--- src/shared/chpa_pkg.sv ---
// package for the charger host port and adapter-detect block
package chpa_pkg;
  localparam logic [6:0] DEV_ADDR = 7'h09;
  localparam logic [7:0] CMD_CONFIG = 8'h12;
  localparam logic [7:0] CMD_CHG_CURRENT = 8'h14;
  localparam logic [7:0] CMD_CHG_VOLTAGE = 8'h15;
  localparam logic [7:0] CMD_IN_CURRENT = 8'h3F;
  localparam logic [7:0] CMD_MAKER_ID = 8'hFE;
  localparam logic [7:0] CMD_PART_ID = 8'hFF;
  // arbitrary identity values
  localparam logic [15:0] MAKER_ID_VAL = 16'h00A5;
  localparam logic [15:0] PART_ID_VAL = 16'h005A;
  localparam logic [15:0] CONFIG_RST = 16'h8000;
  localparam logic [15:0] CHG_CURRENT_RST = 16'h0000;
  localparam logic [15:0] CHG_VOLTAGE_RST = 16'h0000;
  localparam logic [15:0] IN_CURRENT_RST = 16'h0000;
  localparam int CFG_LONG_DEGLITCH_BIT = 15;
  localparam int CLK_HZ = 20000000;
  localparam int SHORT_DEGLITCH_MS = 150;
  localparam int LONG_DEGLITCH_MS = 1300;
  localparam int LOW_TIMEOUT_MS = 25;
  localparam int SHORT_DEGLITCH_CYC = CLK_HZ / 1000 * SHORT_DEGLITCH_MS;
  localparam int LONG_DEGLITCH_CYC = CLK_HZ / 1000 * LONG_DEGLITCH_MS;
  localparam int LOW_TIMEOUT_CYC = CLK_HZ / 1000 * LOW_TIMEOUT_MS;

  typedef enum logic [2:0] {
    ST_IDLE = 3'b000,
    ST_RXBYTE = 3'b001,
    ST_ACK = 3'b010,
    ST_TXBYTE = 3'b011,
    ST_HOSTACK = 3'b100,
    ST_IGNORE = 3'b101
  } chpa_state_t;

  // comparator results arriving from the analog front end
  typedef struct packed {
    logic supplyOk;
    logic senseAboveReset;
    logic senseAboveLow;
    logic senseAboveHigh;
    logic supplyAboveBattery;
  } chpa_comp_t;

  // power-path and charge controls
  typedef struct packed {
    logic adapterSwitchOn;
    logic reverseBlockSwitchOn;
    logic batterySwitchOn;
    logic chargeAllowed;
  } chpa_path_t;
endpackage

--- src/hdl/chpa_host_port.sv ---
// smbus word target and adapter-detect qualification for the charger
// Notes on behaviour
// - target only, fixed address, never initiates
// - only read-word and write-word supported
// - bus active only with supply and sense
// - start and stop framing on sda
// - sda changes only while scl low
// - eight-bit bytes msb first, rising sample
// - ninth clock carries receiver acknowledge
// - write-word: address, command, low, high
// - read-word: repeated start, low, high, nack
// - four setpoint words readable and writable
// - two identity words, read only
// - adapter good needs supply, window, headroom
// - first rise after reset uses short delay
// - selectable delay after drop and switch off
// - sense below reset forces long delay
// - config bit15 zero selects short delay
// - overvoltage: good low, switch off, battery
// - back in window: adapter path resumes
// - long clock low abandons the transfer
`timescale 1ns/1ps
`default_nettype none

module chpa_host_port #(
  parameter int SHORT_CYC = chpa_pkg::SHORT_DEGLITCH_CYC,
  parameter int LONG_CYC = chpa_pkg::LONG_DEGLITCH_CYC,
  parameter int TIMEOUT_CYC = chpa_pkg::LOW_TIMEOUT_CYC
) (
  input wire logic mclk,
  input wire logic rst,
  input wire logic sclIn,
  input wire logic sdaIn,
  output logic sdaOut,
  output logic sdaOe,
  input wire chpa_pkg::chpa_comp_t compIn,
  output logic adapterGoodOut,
  output logic adapterGoodOe,
  output chpa_pkg::chpa_path_t pathOut,
  output logic [15:0] batteryCurrentSetpoint,
  output logic [15:0] batteryVoltageSetpoint,
  output logic [15:0] adapterCurrentSetpoint,
  output logic [15:0] chargerConfigWord
);

  ////////////////////////////////////////////////////////////////////////////
  // synchronisers
  logic [1:0] sclSync, sdaSync;
  logic [4:0] compS1, compS2;
  logic sclD, sdaD;
  always_ff @(posedge mclk) begin
    // comparators sync through reset: a zeroed stage would fake a sense reset at release
    compS1 <= compIn;
    compS2 <= compS1;
    if (rst) begin
      sclSync <= 2'h3;
      sdaSync <= 2'h3;
      sclD <= 1'b1;
      sdaD <= 1'b1;
    end else begin
      sclSync <= {sclSync[0], sclIn};
      sdaSync <= {sdaSync[0], sdaIn};
      sclD <= sclSync[1];
      sdaD <= sdaSync[1];
    end
  end
  chpa_pkg::chpa_comp_t comp;
  assign comp = compS2;
  logic scl, sda, sclRise, sclFall, startSeen, stopSeen, busEnable;
  assign scl = sclSync[1];
  assign sda = sdaSync[1];
  assign sclRise = scl & ~sclD;
  assign sclFall = ~scl & sclD;
  assign startSeen = scl & sclD & sdaD & ~sda;
  assign stopSeen = scl & sclD & ~sdaD & sda;
  assign busEnable = comp.supplyOk & comp.senseAboveReset;

  ////////////////////////////////////////////////////////////////////////////
  // byte engine
  chpa_pkg::chpa_state_t state, next_state;
  logic [7:0] shiftReg, next_shiftReg, cmd, next_cmd, lowByte, next_lowByte;
  logic [3:0] bitCnt, next_bitCnt;
  logic [1:0] byteIdx, next_byteIdx;
  logic readMode, next_readMode, drive, next_drive, bitVal, next_bitVal;
  logic [15:0] txWord, next_txWord;
  logic [24:0] lowCnt, next_lowCnt;
  logic [15:0] cfg, next_cfg, chgCur, next_chgCur, chgVol, next_chgVol;
  logic [15:0] inCur, next_inCur;
  logic cfgWritten, next_cfgWritten;
  logic [15:0] readWord;

  always_comb begin
    unique case (cmd)
      chpa_pkg::CMD_CONFIG: readWord = cfg;
      chpa_pkg::CMD_CHG_CURRENT: readWord = chgCur;
      chpa_pkg::CMD_CHG_VOLTAGE: readWord = chgVol;
      chpa_pkg::CMD_IN_CURRENT: readWord = inCur;
      chpa_pkg::CMD_MAKER_ID: readWord = chpa_pkg::MAKER_ID_VAL;
      chpa_pkg::CMD_PART_ID: readWord = chpa_pkg::PART_ID_VAL;
      default: readWord = 16'h0000;
    endcase
  end

  always_comb begin
    next_state = state;
    next_shiftReg = shiftReg;
    next_cmd = cmd;
    next_lowByte = lowByte;
    next_bitCnt = bitCnt;
    next_byteIdx = byteIdx;
    next_readMode = readMode;
    next_drive = drive;
    next_bitVal = bitVal;
    next_txWord = txWord;
    next_cfg = cfg;
    next_chgCur = chgCur;
    next_chgVol = chgVol;
    next_inCur = inCur;
    next_cfgWritten = 1'b0;
    next_lowCnt = (scl || state == chpa_pkg::ST_IDLE) ? 25'h0000000 : lowCnt + 25'h0000001;
    if (!busEnable || stopSeen || lowCnt >= 25'(TIMEOUT_CYC)) begin
      next_state = chpa_pkg::ST_IDLE;
      next_drive = 1'b0;
    end else if (startSeen) begin
      next_state = chpa_pkg::ST_RXBYTE;
      next_bitCnt = 4'h0;
      next_byteIdx = 2'h0;
      next_drive = 1'b0;
    end else begin
      unique case (state)
        chpa_pkg::ST_IDLE, chpa_pkg::ST_IGNORE: next_drive = 1'b0;
        chpa_pkg::ST_RXBYTE: begin
          if (sclRise) begin
            next_shiftReg = {shiftReg[6:0], sda};
            next_bitCnt = bitCnt + 4'h1;
          end
          if (sclFall && bitCnt == 4'h8) begin
            next_state = chpa_pkg::ST_ACK;
            next_drive = 1'b1;
            next_bitVal = 1'b0;
            if (byteIdx == 2'h0) begin
              next_readMode = shiftReg[0];
              if (shiftReg[7:1] != chpa_pkg::DEV_ADDR) begin
                next_state = chpa_pkg::ST_IGNORE;
                next_drive = 1'b0;
              end
            end else if (byteIdx == 2'h1) begin
              next_cmd = shiftReg;
            end else if (byteIdx == 2'h2) begin
              next_lowByte = shiftReg;
            end else begin
              unique case (cmd)
                chpa_pkg::CMD_CONFIG: begin
                  next_cfg = {shiftReg, lowByte};
                  next_cfgWritten = 1'b1;
                end
                chpa_pkg::CMD_CHG_CURRENT: next_chgCur = {shiftReg, lowByte};
                chpa_pkg::CMD_CHG_VOLTAGE: next_chgVol = {shiftReg, lowByte};
                chpa_pkg::CMD_IN_CURRENT: next_inCur = {shiftReg, lowByte};
                default: next_cfgWritten = 1'b0;
              endcase
            end
          end
        end
        chpa_pkg::ST_ACK: begin
          if (sclFall) begin
            next_bitCnt = 4'h0;
            next_byteIdx = (byteIdx == 2'h3) ? 2'h3 : byteIdx + 2'h1;
            if (byteIdx == 2'h0 && readMode) begin
              next_state = chpa_pkg::ST_TXBYTE;
              next_txWord = readWord;
              next_drive = 1'b1;
              next_bitVal = readWord[7];
              next_shiftReg = {readWord[6:0], 1'b0};
            end else begin
              next_state = chpa_pkg::ST_RXBYTE;
              next_drive = 1'b0;
            end
          end
        end
        chpa_pkg::ST_TXBYTE: begin
          if (sclFall) begin
            next_bitCnt = bitCnt + 4'h1;
            if (bitCnt == 4'h7) begin
              next_state = chpa_pkg::ST_HOSTACK;
              next_drive = 1'b0;
            end else begin
              next_bitVal = shiftReg[7];
              next_shiftReg = {shiftReg[6:0], 1'b0};
            end
          end
        end
        chpa_pkg::ST_HOSTACK: begin
          if (sclRise) begin
            if (sda || byteIdx == 2'h2) begin
              next_state = chpa_pkg::ST_IGNORE;
            end else begin
              next_byteIdx = 2'h2;
              next_bitCnt = 4'h0;
            end
          end
          if (sclFall && state == next_state) begin
            next_state = chpa_pkg::ST_TXBYTE;
            next_drive = 1'b1;
            next_bitVal = txWord[15];
            next_shiftReg = {txWord[14:8], 1'b0};
          end
        end
        default: next_state = chpa_pkg::ST_IDLE;
      endcase
    end
  end

  always_ff @(posedge mclk) begin
    if (rst || !comp.senseAboveReset) begin
      state <= chpa_pkg::ST_IDLE;
      shiftReg <= 8'h00;
      cmd <= 8'h00;
      lowByte <= 8'h00;
      bitCnt <= 4'h0;
      byteIdx <= 2'h0;
      readMode <= 1'b0;
      drive <= 1'b0;
      bitVal <= 1'b1;
      txWord <= 16'h0000;
      lowCnt <= 25'h0000000;
      cfg <= chpa_pkg::CONFIG_RST;
      chgCur <= chpa_pkg::CHG_CURRENT_RST;
      chgVol <= chpa_pkg::CHG_VOLTAGE_RST;
      inCur <= chpa_pkg::IN_CURRENT_RST;
      cfgWritten <= 1'b0;
    end else begin
      state <= next_state;
      shiftReg <= next_shiftReg;
      cmd <= next_cmd;
      lowByte <= next_lowByte;
      bitCnt <= next_bitCnt;
      byteIdx <= next_byteIdx;
      readMode <= next_readMode;
      drive <= next_drive;
      bitVal <= next_bitVal;
      txWord <= next_txWord;
      lowCnt <= next_lowCnt;
      cfg <= next_cfg;
      chgCur <= next_chgCur;
      chgVol <= next_chgVol;
      inCur <= next_inCur;
      cfgWritten <= next_cfgWritten;
    end
  end

  // open drain: only ever pull low
  assign sdaOut = 1'b0;
  assign sdaOe = drive & ~bitVal;
  assign chargerConfigWord = cfg;
  assign batteryCurrentSetpoint = chgCur;
  assign batteryVoltageSetpoint = chgVol;
  assign adapterCurrentSetpoint = inCur;

  ////////////////////////////////////////////////////////////////////////////
  // adapter detect
  logic good, next_good, firstRise, next_firstRise, armed, next_armed;
  logic longSel, next_longSel, switchWasOff, next_switchWasOff;
  logic [25:0] dlyCnt, next_dlyCnt;
  logic qualify, inWindow, overVolt;
  assign inWindow = comp.senseAboveLow & ~comp.senseAboveHigh;
  assign overVolt = comp.senseAboveHigh;
  assign qualify = comp.supplyOk & inWindow & comp.supplyAboveBattery;

  always_comb begin
    next_good = good;
    next_firstRise = firstRise;
    next_armed = armed;
    next_longSel = longSel;
    next_switchWasOff = switchWasOff | ~good;
    next_dlyCnt = dlyCnt;
    if (cfgWritten) begin
      next_longSel = cfg[chpa_pkg::CFG_LONG_DEGLITCH_BIT];
    end
    if (comp.senseAboveReset && !comp.senseAboveLow && switchWasOff) begin
      next_armed = 1'b1;
    end
    if (!qualify) begin
      next_good = 1'b0;
      next_dlyCnt = 26'h0000000;
    end else if (!good) begin
      next_dlyCnt = dlyCnt + 26'h0000001;
      if ((firstRise || !armed || !longSel) ? dlyCnt >= 26'(SHORT_CYC)
          : dlyCnt >= 26'(LONG_CYC)) begin
        next_good = 1'b1;
        next_firstRise = 1'b0;
        next_armed = 1'b0;
        next_switchWasOff = 1'b0;
      end
    end
  end

  always_ff @(posedge mclk) begin
    if (rst) begin
      good <= 1'b0;
      firstRise <= 1'b1;
      armed <= 1'b0;
      longSel <= 1'b1;
      switchWasOff <= 1'b0;
      dlyCnt <= 26'h0000000;
    end else if (!comp.senseAboveReset) begin
      good <= 1'b0;
      firstRise <= 1'b0;
      armed <= 1'b1;
      longSel <= 1'b1;
      switchWasOff <= 1'b1;
      dlyCnt <= 26'h0000000;
    end else begin
      good <= next_good;
      firstRise <= next_firstRise;
      armed <= next_armed;
      longSel <= next_longSel;
      switchWasOff <= next_switchWasOff;
      dlyCnt <= next_dlyCnt;
    end
  end

  // open drain pulls low unless good
  assign adapterGoodOut = 1'b0;
  assign adapterGoodOe = ~good;
  assign pathOut.adapterSwitchOn = good & ~overVolt;
  assign pathOut.reverseBlockSwitchOn = good & ~overVolt;
  assign pathOut.batterySwitchOn = ~good | overVolt;
  assign pathOut.chargeAllowed = good & ~overVolt;

endmodule // chpa_host_port
`default_nettype wire

--- config.mk ---
export PLATFORM = sky130hd
export DESIGN_NAME = chpa_host_port
export DESIGN_NICKNAME = d
export VERILOG_FILES = /design/src/shared/chpa_pkg.sv /design/src/hdl/chpa_host_port.sv
export SDC_FILE = /design/constraint.sdc
export NUM_CORES = 1
export LEC_CHECK = 0
export ABC_AREA = 1
export BUFFER_PORTS_ARGS = -buffer_cell sky130_fd_sc_hd__buf_4
export CORE_ASPECT_RATIO = 1.5
export CORE_MARGIN = 10
export CORE_UTILIZATION = 51
export DETAILED_ROUTE_END_ITERATION = 8
export GPL_TIMING_DRIVEN = 1
export PLACE_DENSITY_LB_ADDON = 0.05
export SLEW_MARGIN = 20
export SYNTH_ARGS = -nofsm -noshare
export SYNTH_HDL_FRONTEND = slang
export SYNTH_SLANG_ARGS = --single-unit
--- constraint.sdc ---
create_clock -name mclk -period 3 [get_ports mclk]
set_input_delay 0.15 -clock mclk [delete_from_list [all_inputs] [get_ports mclk]]
set_output_delay 0.15 -clock mclk [all_outputs]
set_load 0.01 [all_outputs]
Yosys cells after proc, flatten, opt, wreduce, memory -nomap -nowiden:

Cells that the tools add are included.

* flip-flop bits (word level): 189
* latch bits: 0
* bits in writable memories: 0
* memory bits (read-only): 0
* output and inout bits: 72
* memories kept: 0

* add/subtract/negate cells: 4
* multipliers: 0
* divide/modulo/power cells: 0
* $lt $le $gt $ge: 3
* equality and inequality tests: 37
* shifts and indexed selects: 0
* multiplexer cells: 69
* bitwise gates (word level): 32
* reductions and logical operators: 46

Operators with widths (count)
* 16-bit one-hot mux with 6 select lines: 1
* 8-bit two-way mux: 6
* 3-bit two-way mux: 12
* 1-bit two-way mux: 32
* 8-bit one-hot mux with 4 select lines: 1
* 8-bit AND reduction: 4
* 26-bit by 1-bit adder with 26-bit output, second input constant: 1
* 26-bit by 22-bit >= comparator with 1-bit output, second input constant: 1
* 26-bit by 25-bit >= comparator with 1-bit output, second input constant: 1
* 25-bit by 1-bit adder with 25-bit output, second input constant: 1
* 25-bit by 19-bit >= comparator with 1-bit output, second input constant: 1
* 5-bit AND reduction: 5
* 8-bit by 5-bit equality test with 1-bit output, second input constant: 3
* 4-bit two-way mux: 6
* 3-bit inequality test, second input constant: 7
* 2-bit inequality test, second input constant: 10
* 9-bit AND reduction: 2
* 1-bit inverter: 17
* 8-bit equality test, second input constant: 2
* 4-bit one-hot mux with 4 select lines: 1
* 3-bit one-hot mux with 5 select lines: 1
* 7-bit AND reduction: 2
* 1-bit bitwise AND: 13
* 2-bit two-way mux: 6
* 30 further kinds: 55

Longest topological paths before layout:

* depth in word-level cells: 12
* gate-level depth with buffers: 14
* gate-level depth less buffers: 13

Worst setup path before layout:

Ideal clock, no wire load.

* kind: reg-to-reg
* from: reg byteIdx[0]
* to: reg inCur[9] (netlist: adapterCurrentSetpoint[9])
* library setup time: 0.115 ns
* arrival: 1.775 ns
* setup slack: 1.110 ns
* cell stages (with the launch flop): 11
* buffers on the path: 3
* path through: dfxtp_1 inv_1 ha_1 buf_2 or2_1 clkbuf_1 nor2_2 clkbuf_1 nand3_1 nand2_1 nor2_1

* longest elaborated chain between the ends: 3

RTL lines
* from (decl): line chpa_host_port.sv:83 `logic [1:0] byteIdx, next_byteIdx;`
* from (signal assigned): line chpa_host_port.sv:238 `byteIdx <= next_byteIdx;`
* 2-bit equality test (tied with other cells): line chpa_host_port.sv:149 `end else if (byteIdx == 2'h2) begin`
* 1-bit inverter (no source line)
* 8-bit AND reduction (no source line) (*)
* to (signal assigned): line chpa_host_port.sv:230 `inCur <= chpa_pkg::IN_CURRENT_RST;`
* to (signal assigned): line chpa_host_port.sv:247 `inCur <= next_inCur;`
* to (decl): line chpa_host_port.sv:88 `logic [15:0] inCur, next_inCur;`

Every way passes the cells marked *; elsewhere a longest branch is shown, timed or not.
A chain may end at the register's enable or synchronous reset.

Worst setup path in the final report:

* from: reg cmd[6]
* to: reg chgCur[13] (netlist: batteryCurrentSetpoint[13])

* longest elaborated chain between the ends: 2

RTL lines
* from (decl): line chpa_host_port.sv:81 `logic [7:0] shiftReg, next_shiftReg, cmd, next_cmd, lowByte, next_lowByte;`
* from (signal assigned): line chpa_host_port.sv:235 `cmd <= next_cmd;`
* 8-bit by 5-bit equality test with 1-bit output: line chpa_host_port.sv:152 `unique case (cmd)`
* 8-bit AND reduction (no source line)
* to (signal assigned): line chpa_host_port.sv:228 `chgCur <= chpa_pkg::CHG_CURRENT_RST;`
* to (signal assigned): line chpa_host_port.sv:245 `chgCur <= next_chgCur;`
* to (decl): line chpa_host_port.sv:87 `logic [15:0] cfg, next_cfg, chgCur, next_chgCur, chgVol, next_chgVol;`

Every way passes these cells.

==> summary.md <==
| Metric | Value |
|---|---|
| Clk sink count | `between 150 and 200` |
| Register area share after synthesis | `about two fifths` |
| Post-Route WL | `roughly 24000 um` |
| Leak Pwr | `a little under 4 nW` |
| Mapped cell area | `between 8000 and 9000 um2` |
| Detail Route Antenna Nets | `0` |
| DRC | `0` |
| Critical path class | `reg -> reg` |
| Fmax | `~450 MHz` |
| Post-Syn Instances | `1320` |
| Number of distinct library cells after synthesis | `44` |
| Fin. max-slew vios | `0` |
| Longest Clk Path Bufs | `2` |
| ANT cells | `0` |
| Core Region | `about 17000 um2` |
| WL per Instance | `roughly 15 um` |
| Chip height | `approximately 180 um` |
| Cts bufs inserted | `17` |
| First DRT Iteration DRCs | `between 500 and 600` |
| Fillers | `between 1500 and 2000` |
| Area Growth Syn to Fin | `14.8%` |
| Reg clk slew, reported paths | `about 70 ps` |
| First-pass DRT Iterations | `5` |
| Final #Nets | `roughly 1400` |
| Seq cells post-synth | `181` |
| Worst VDD drop | `~0.29 mV` |
| Yosys warns | `0` |
| Final Skew | `between 8 and 9 ps` |
| Die Width | `about 130 um` |
| Vias in the first global route | `8063` |
| Total GRT Usage | `between 20 and 25%` |
| Register area | `about 3600 um2` |
| First-pass GRT wire length | `a little under 40000 um` |
| I/O pins | `81` |
| Htree depth | `4` |
| Critical path fanouts, max | `17` |
| Post-CTS Hold Buffers | `8` |
| Syn avg cell area | `6.73 um2` |
| Pwr per Cell Area | `about 460 nW/um2` |
| RSZ-0062 raised after global routing | `false` |
| DP HPWL | `approximately 18000 um` |
| Skew-Pair Late Insertion Delay | `~440 ps` |
| Worst Path Required | `between 3000 and 4000 ps` |
| Initial antenna violation count | `0` |
| Resize count post-CTS | `0` |
| Drt via density | `between 5 and 6` |
| Startpoint types | `flop` |
| Run status | `finished, final reports clean` |
| Cell row count | `59` |
| Final hold viol count | `0` |
| Multi-input gate area | `4380 um2` |
| CTS Root Cell | `clkbuf_16` |
| Period Utilization, post-route | `between 70% and 80%` |
| Ys flop type | `dfxtp_1` |
| Post-synth ARST share | `0%` |
| Setup_tns | `0 ps` |
| Global placement routability congestion | `0.939` |
| CP endpoint kind | `flop` |
| Worst Tran Pin Value | `~1100 ps` |
| Worst min-delay path category | `reg -> reg` |
| Final Setup Violations | `0` |
| Crit path max-delay family | `simple AND/OR/NAND/NOR gates` |
| Share of cells above drive strength 1 | `between 10% and 20%` |
| CP cell instances | `inv_1 > nand2_1 > nor2_2 > nand2_1 > nor2_2 > nand2_2 > a21oi_1` |
| Post-Route Utilization | `around 59%` |
| Fin crit period | `2220 ps` |
| Post-CTS setup buffers | `0` |
| Die area | `about 23000 um2` |
| Slew margin rel. | `a little over a quarter` |
| GRT overflow | `0` |
| Largest net degree at the start of global routing | `approximately 110` |
| Initial core utilization | `slightly above 50%` |
| Crit path buf inv count | `1` |
| CTS tree | `yes` |
| Crit path DAT | `approximately 2600 ps` |
| Slowest cell on crit path | `nor2_2` |
| Buffers on Ports | `78` |
| Crit-path max cell delay | `490 ps` |
| EDFF count, synth | `0` |
| # Max-Cap Violations | `0` |
| Via Count | `about 8400` |
==> synthesized netlist by cell type (3+ instances only) <==
library cell,count,share of area [%]
nor4_1,3,0.21
nor2_4,4,0.51
nand4_1,19,1.3
o21ai_0,42,2.4
buf_4,5,0.42
o211ai_1,4,0.34
nor3_2,3,0.34
nor3b_1,4,0.34
nand2_1,288,12
ha_1,9,1.3
nor3_1,26,1.5
buf_1,4,0.17
nor2_1,210,8.9
nand3b_1,5,0.42
inv_2,14,0.59
o22ai_1,15,1.1
buf_2,14,0.79
xor2_1,15,1.5
or2_2,9,0.63
o21a_1,5,0.42
dfxtp_1,181,41
clkbuf_1,13,0.55
o21ai_1,9,0.51
inv_1,159,6.7
nand2_2,5,0.35
xnor2_1,4,0.39
a21oi_1,92,5.2
a211oi_1,9,0.76
nand3_1,114,6.4
nor2_2,17,1.2
buf_6,5,0.63
==> path summary, 6_finish.rpt <==
path,start,end,slack (ps),depth (start not counted)
worst max-delay path,cmd[6]$_SDFFE_PP0P_,batteryCurrentSetpoint[13]$_SDFFE_PP0P_,780,7
worst min-delay path,compS1[4]$_DFF_P_,comp[4]$_DFF_P_,330,0
worst max register to register,cmd[6]$_SDFFE_PP0P_,batteryCurrentSetpoint[13]$_SDFFE_PP0P_,780,7
worst min register to register,compS1[4]$_DFF_P_,comp[4]$_DFF_P_,330,0
==> metal layers <==
metal,up-vias,GRT usage (%),wire (um)
li1,4352,-,-
met1,3813,21.8,9490
met2,203,36.3,12300
met3,58,4.58,1060
met4,0,9.12,697
met5,-,0,0
==> where the power goes <==
group / total (W) / internal [W] / switching (W)
Combinational: 0.000112 / 0.0000424 / 0.0000694
Clock: 0.00216 / 0.00119 / 0.000967
Sequential: 0.00242 / 0.00242 / 0.00000724
Total: 0.00469 / 0.00365 / 0.00104
==> per-stage QoR <==
stage	std cells	hold WS (ps)	instance area, um2	total power, W	setup slack, ps
5_1_grt	1616	334	10200	0.00484	556
3_5_place_dp	1577	255	9560	0.00258	818
4_1_cts	1616	328	10200	0.00474	808
2_1_floorplan	1321	178	8890	0.00255	1110
3_3_place_gp	1577	254	9560	0.00258	838
6_report	1616	326	10200	0.00469	777
==> sequential cells by signal (all words and copies together), names as in the netlist, 8 cells and up <==
signal                  flops
dlyCnt                     26
lowCnt                     25
adapterCurrentSetpoint     16
batteryCurrentSetpoint     16
batteryVoltageSetpoint     16
chargerConfigWord          16
cmd                         8
lowByte                     8
shiftReg                    8
txWord                      8
==> final cells by class <==
type                            instances  share of cell area, %
Clock buffer                           21                   4.51
Clock inverter                         10                  0.981
Inverter                              176                   6.51
Multi-Input combinational cell        923                   42.9
Sequential cell                       181                   35.5
Tap cell                              213                   2.61
Timing Repair Buffer                   92                   6.96
==> kinds of logic after synthesis <==
| group | after synthesis | synth area share [%] |
|---|---|---|
| AOI/OAI and AO/OA | 178 | 10.8 |
| DFF | 181 | 40.8 |
| buffers and inverters | 217 | 10.0 |
| adders and majority gates | 9 | 1.27 |
| other | 1 | 0.0422 |
| and+or+nand+nor | 715 | 35.2 |
| xor gates and xnor gates | 19 | 1.87 |
==> cell usage in the layout, fill, tap and decap left out, types with 14 or more instances in the layout <==
| cell type | Yosys | layout |
|---|---|---|
| inv_2 | 14 | 14 |
| inv_1 | 159 | 159 |
| nor3_1 | 26 | 26 |
| xor2_1 | 15 | 15 |
| nor2_2 | 17 | 16 |
| dfxtp_1 | 181 | 181 |
| o21ai_0 | 42 | 42 |
| o22ai_1 | 15 | 15 |
| nand2_1 | 288 | 288 |
| nand4_1 | 19 | 19 |
| nor2_1 | 210 | 210 |
| buf_4 | 5 | 84 |
| a21oi_1 | 92 | 92 |
| clkbuf_16 | 0 | 17 |
| nand3_1 | 114 | 114 |
(Power assumes the default switching activity.)
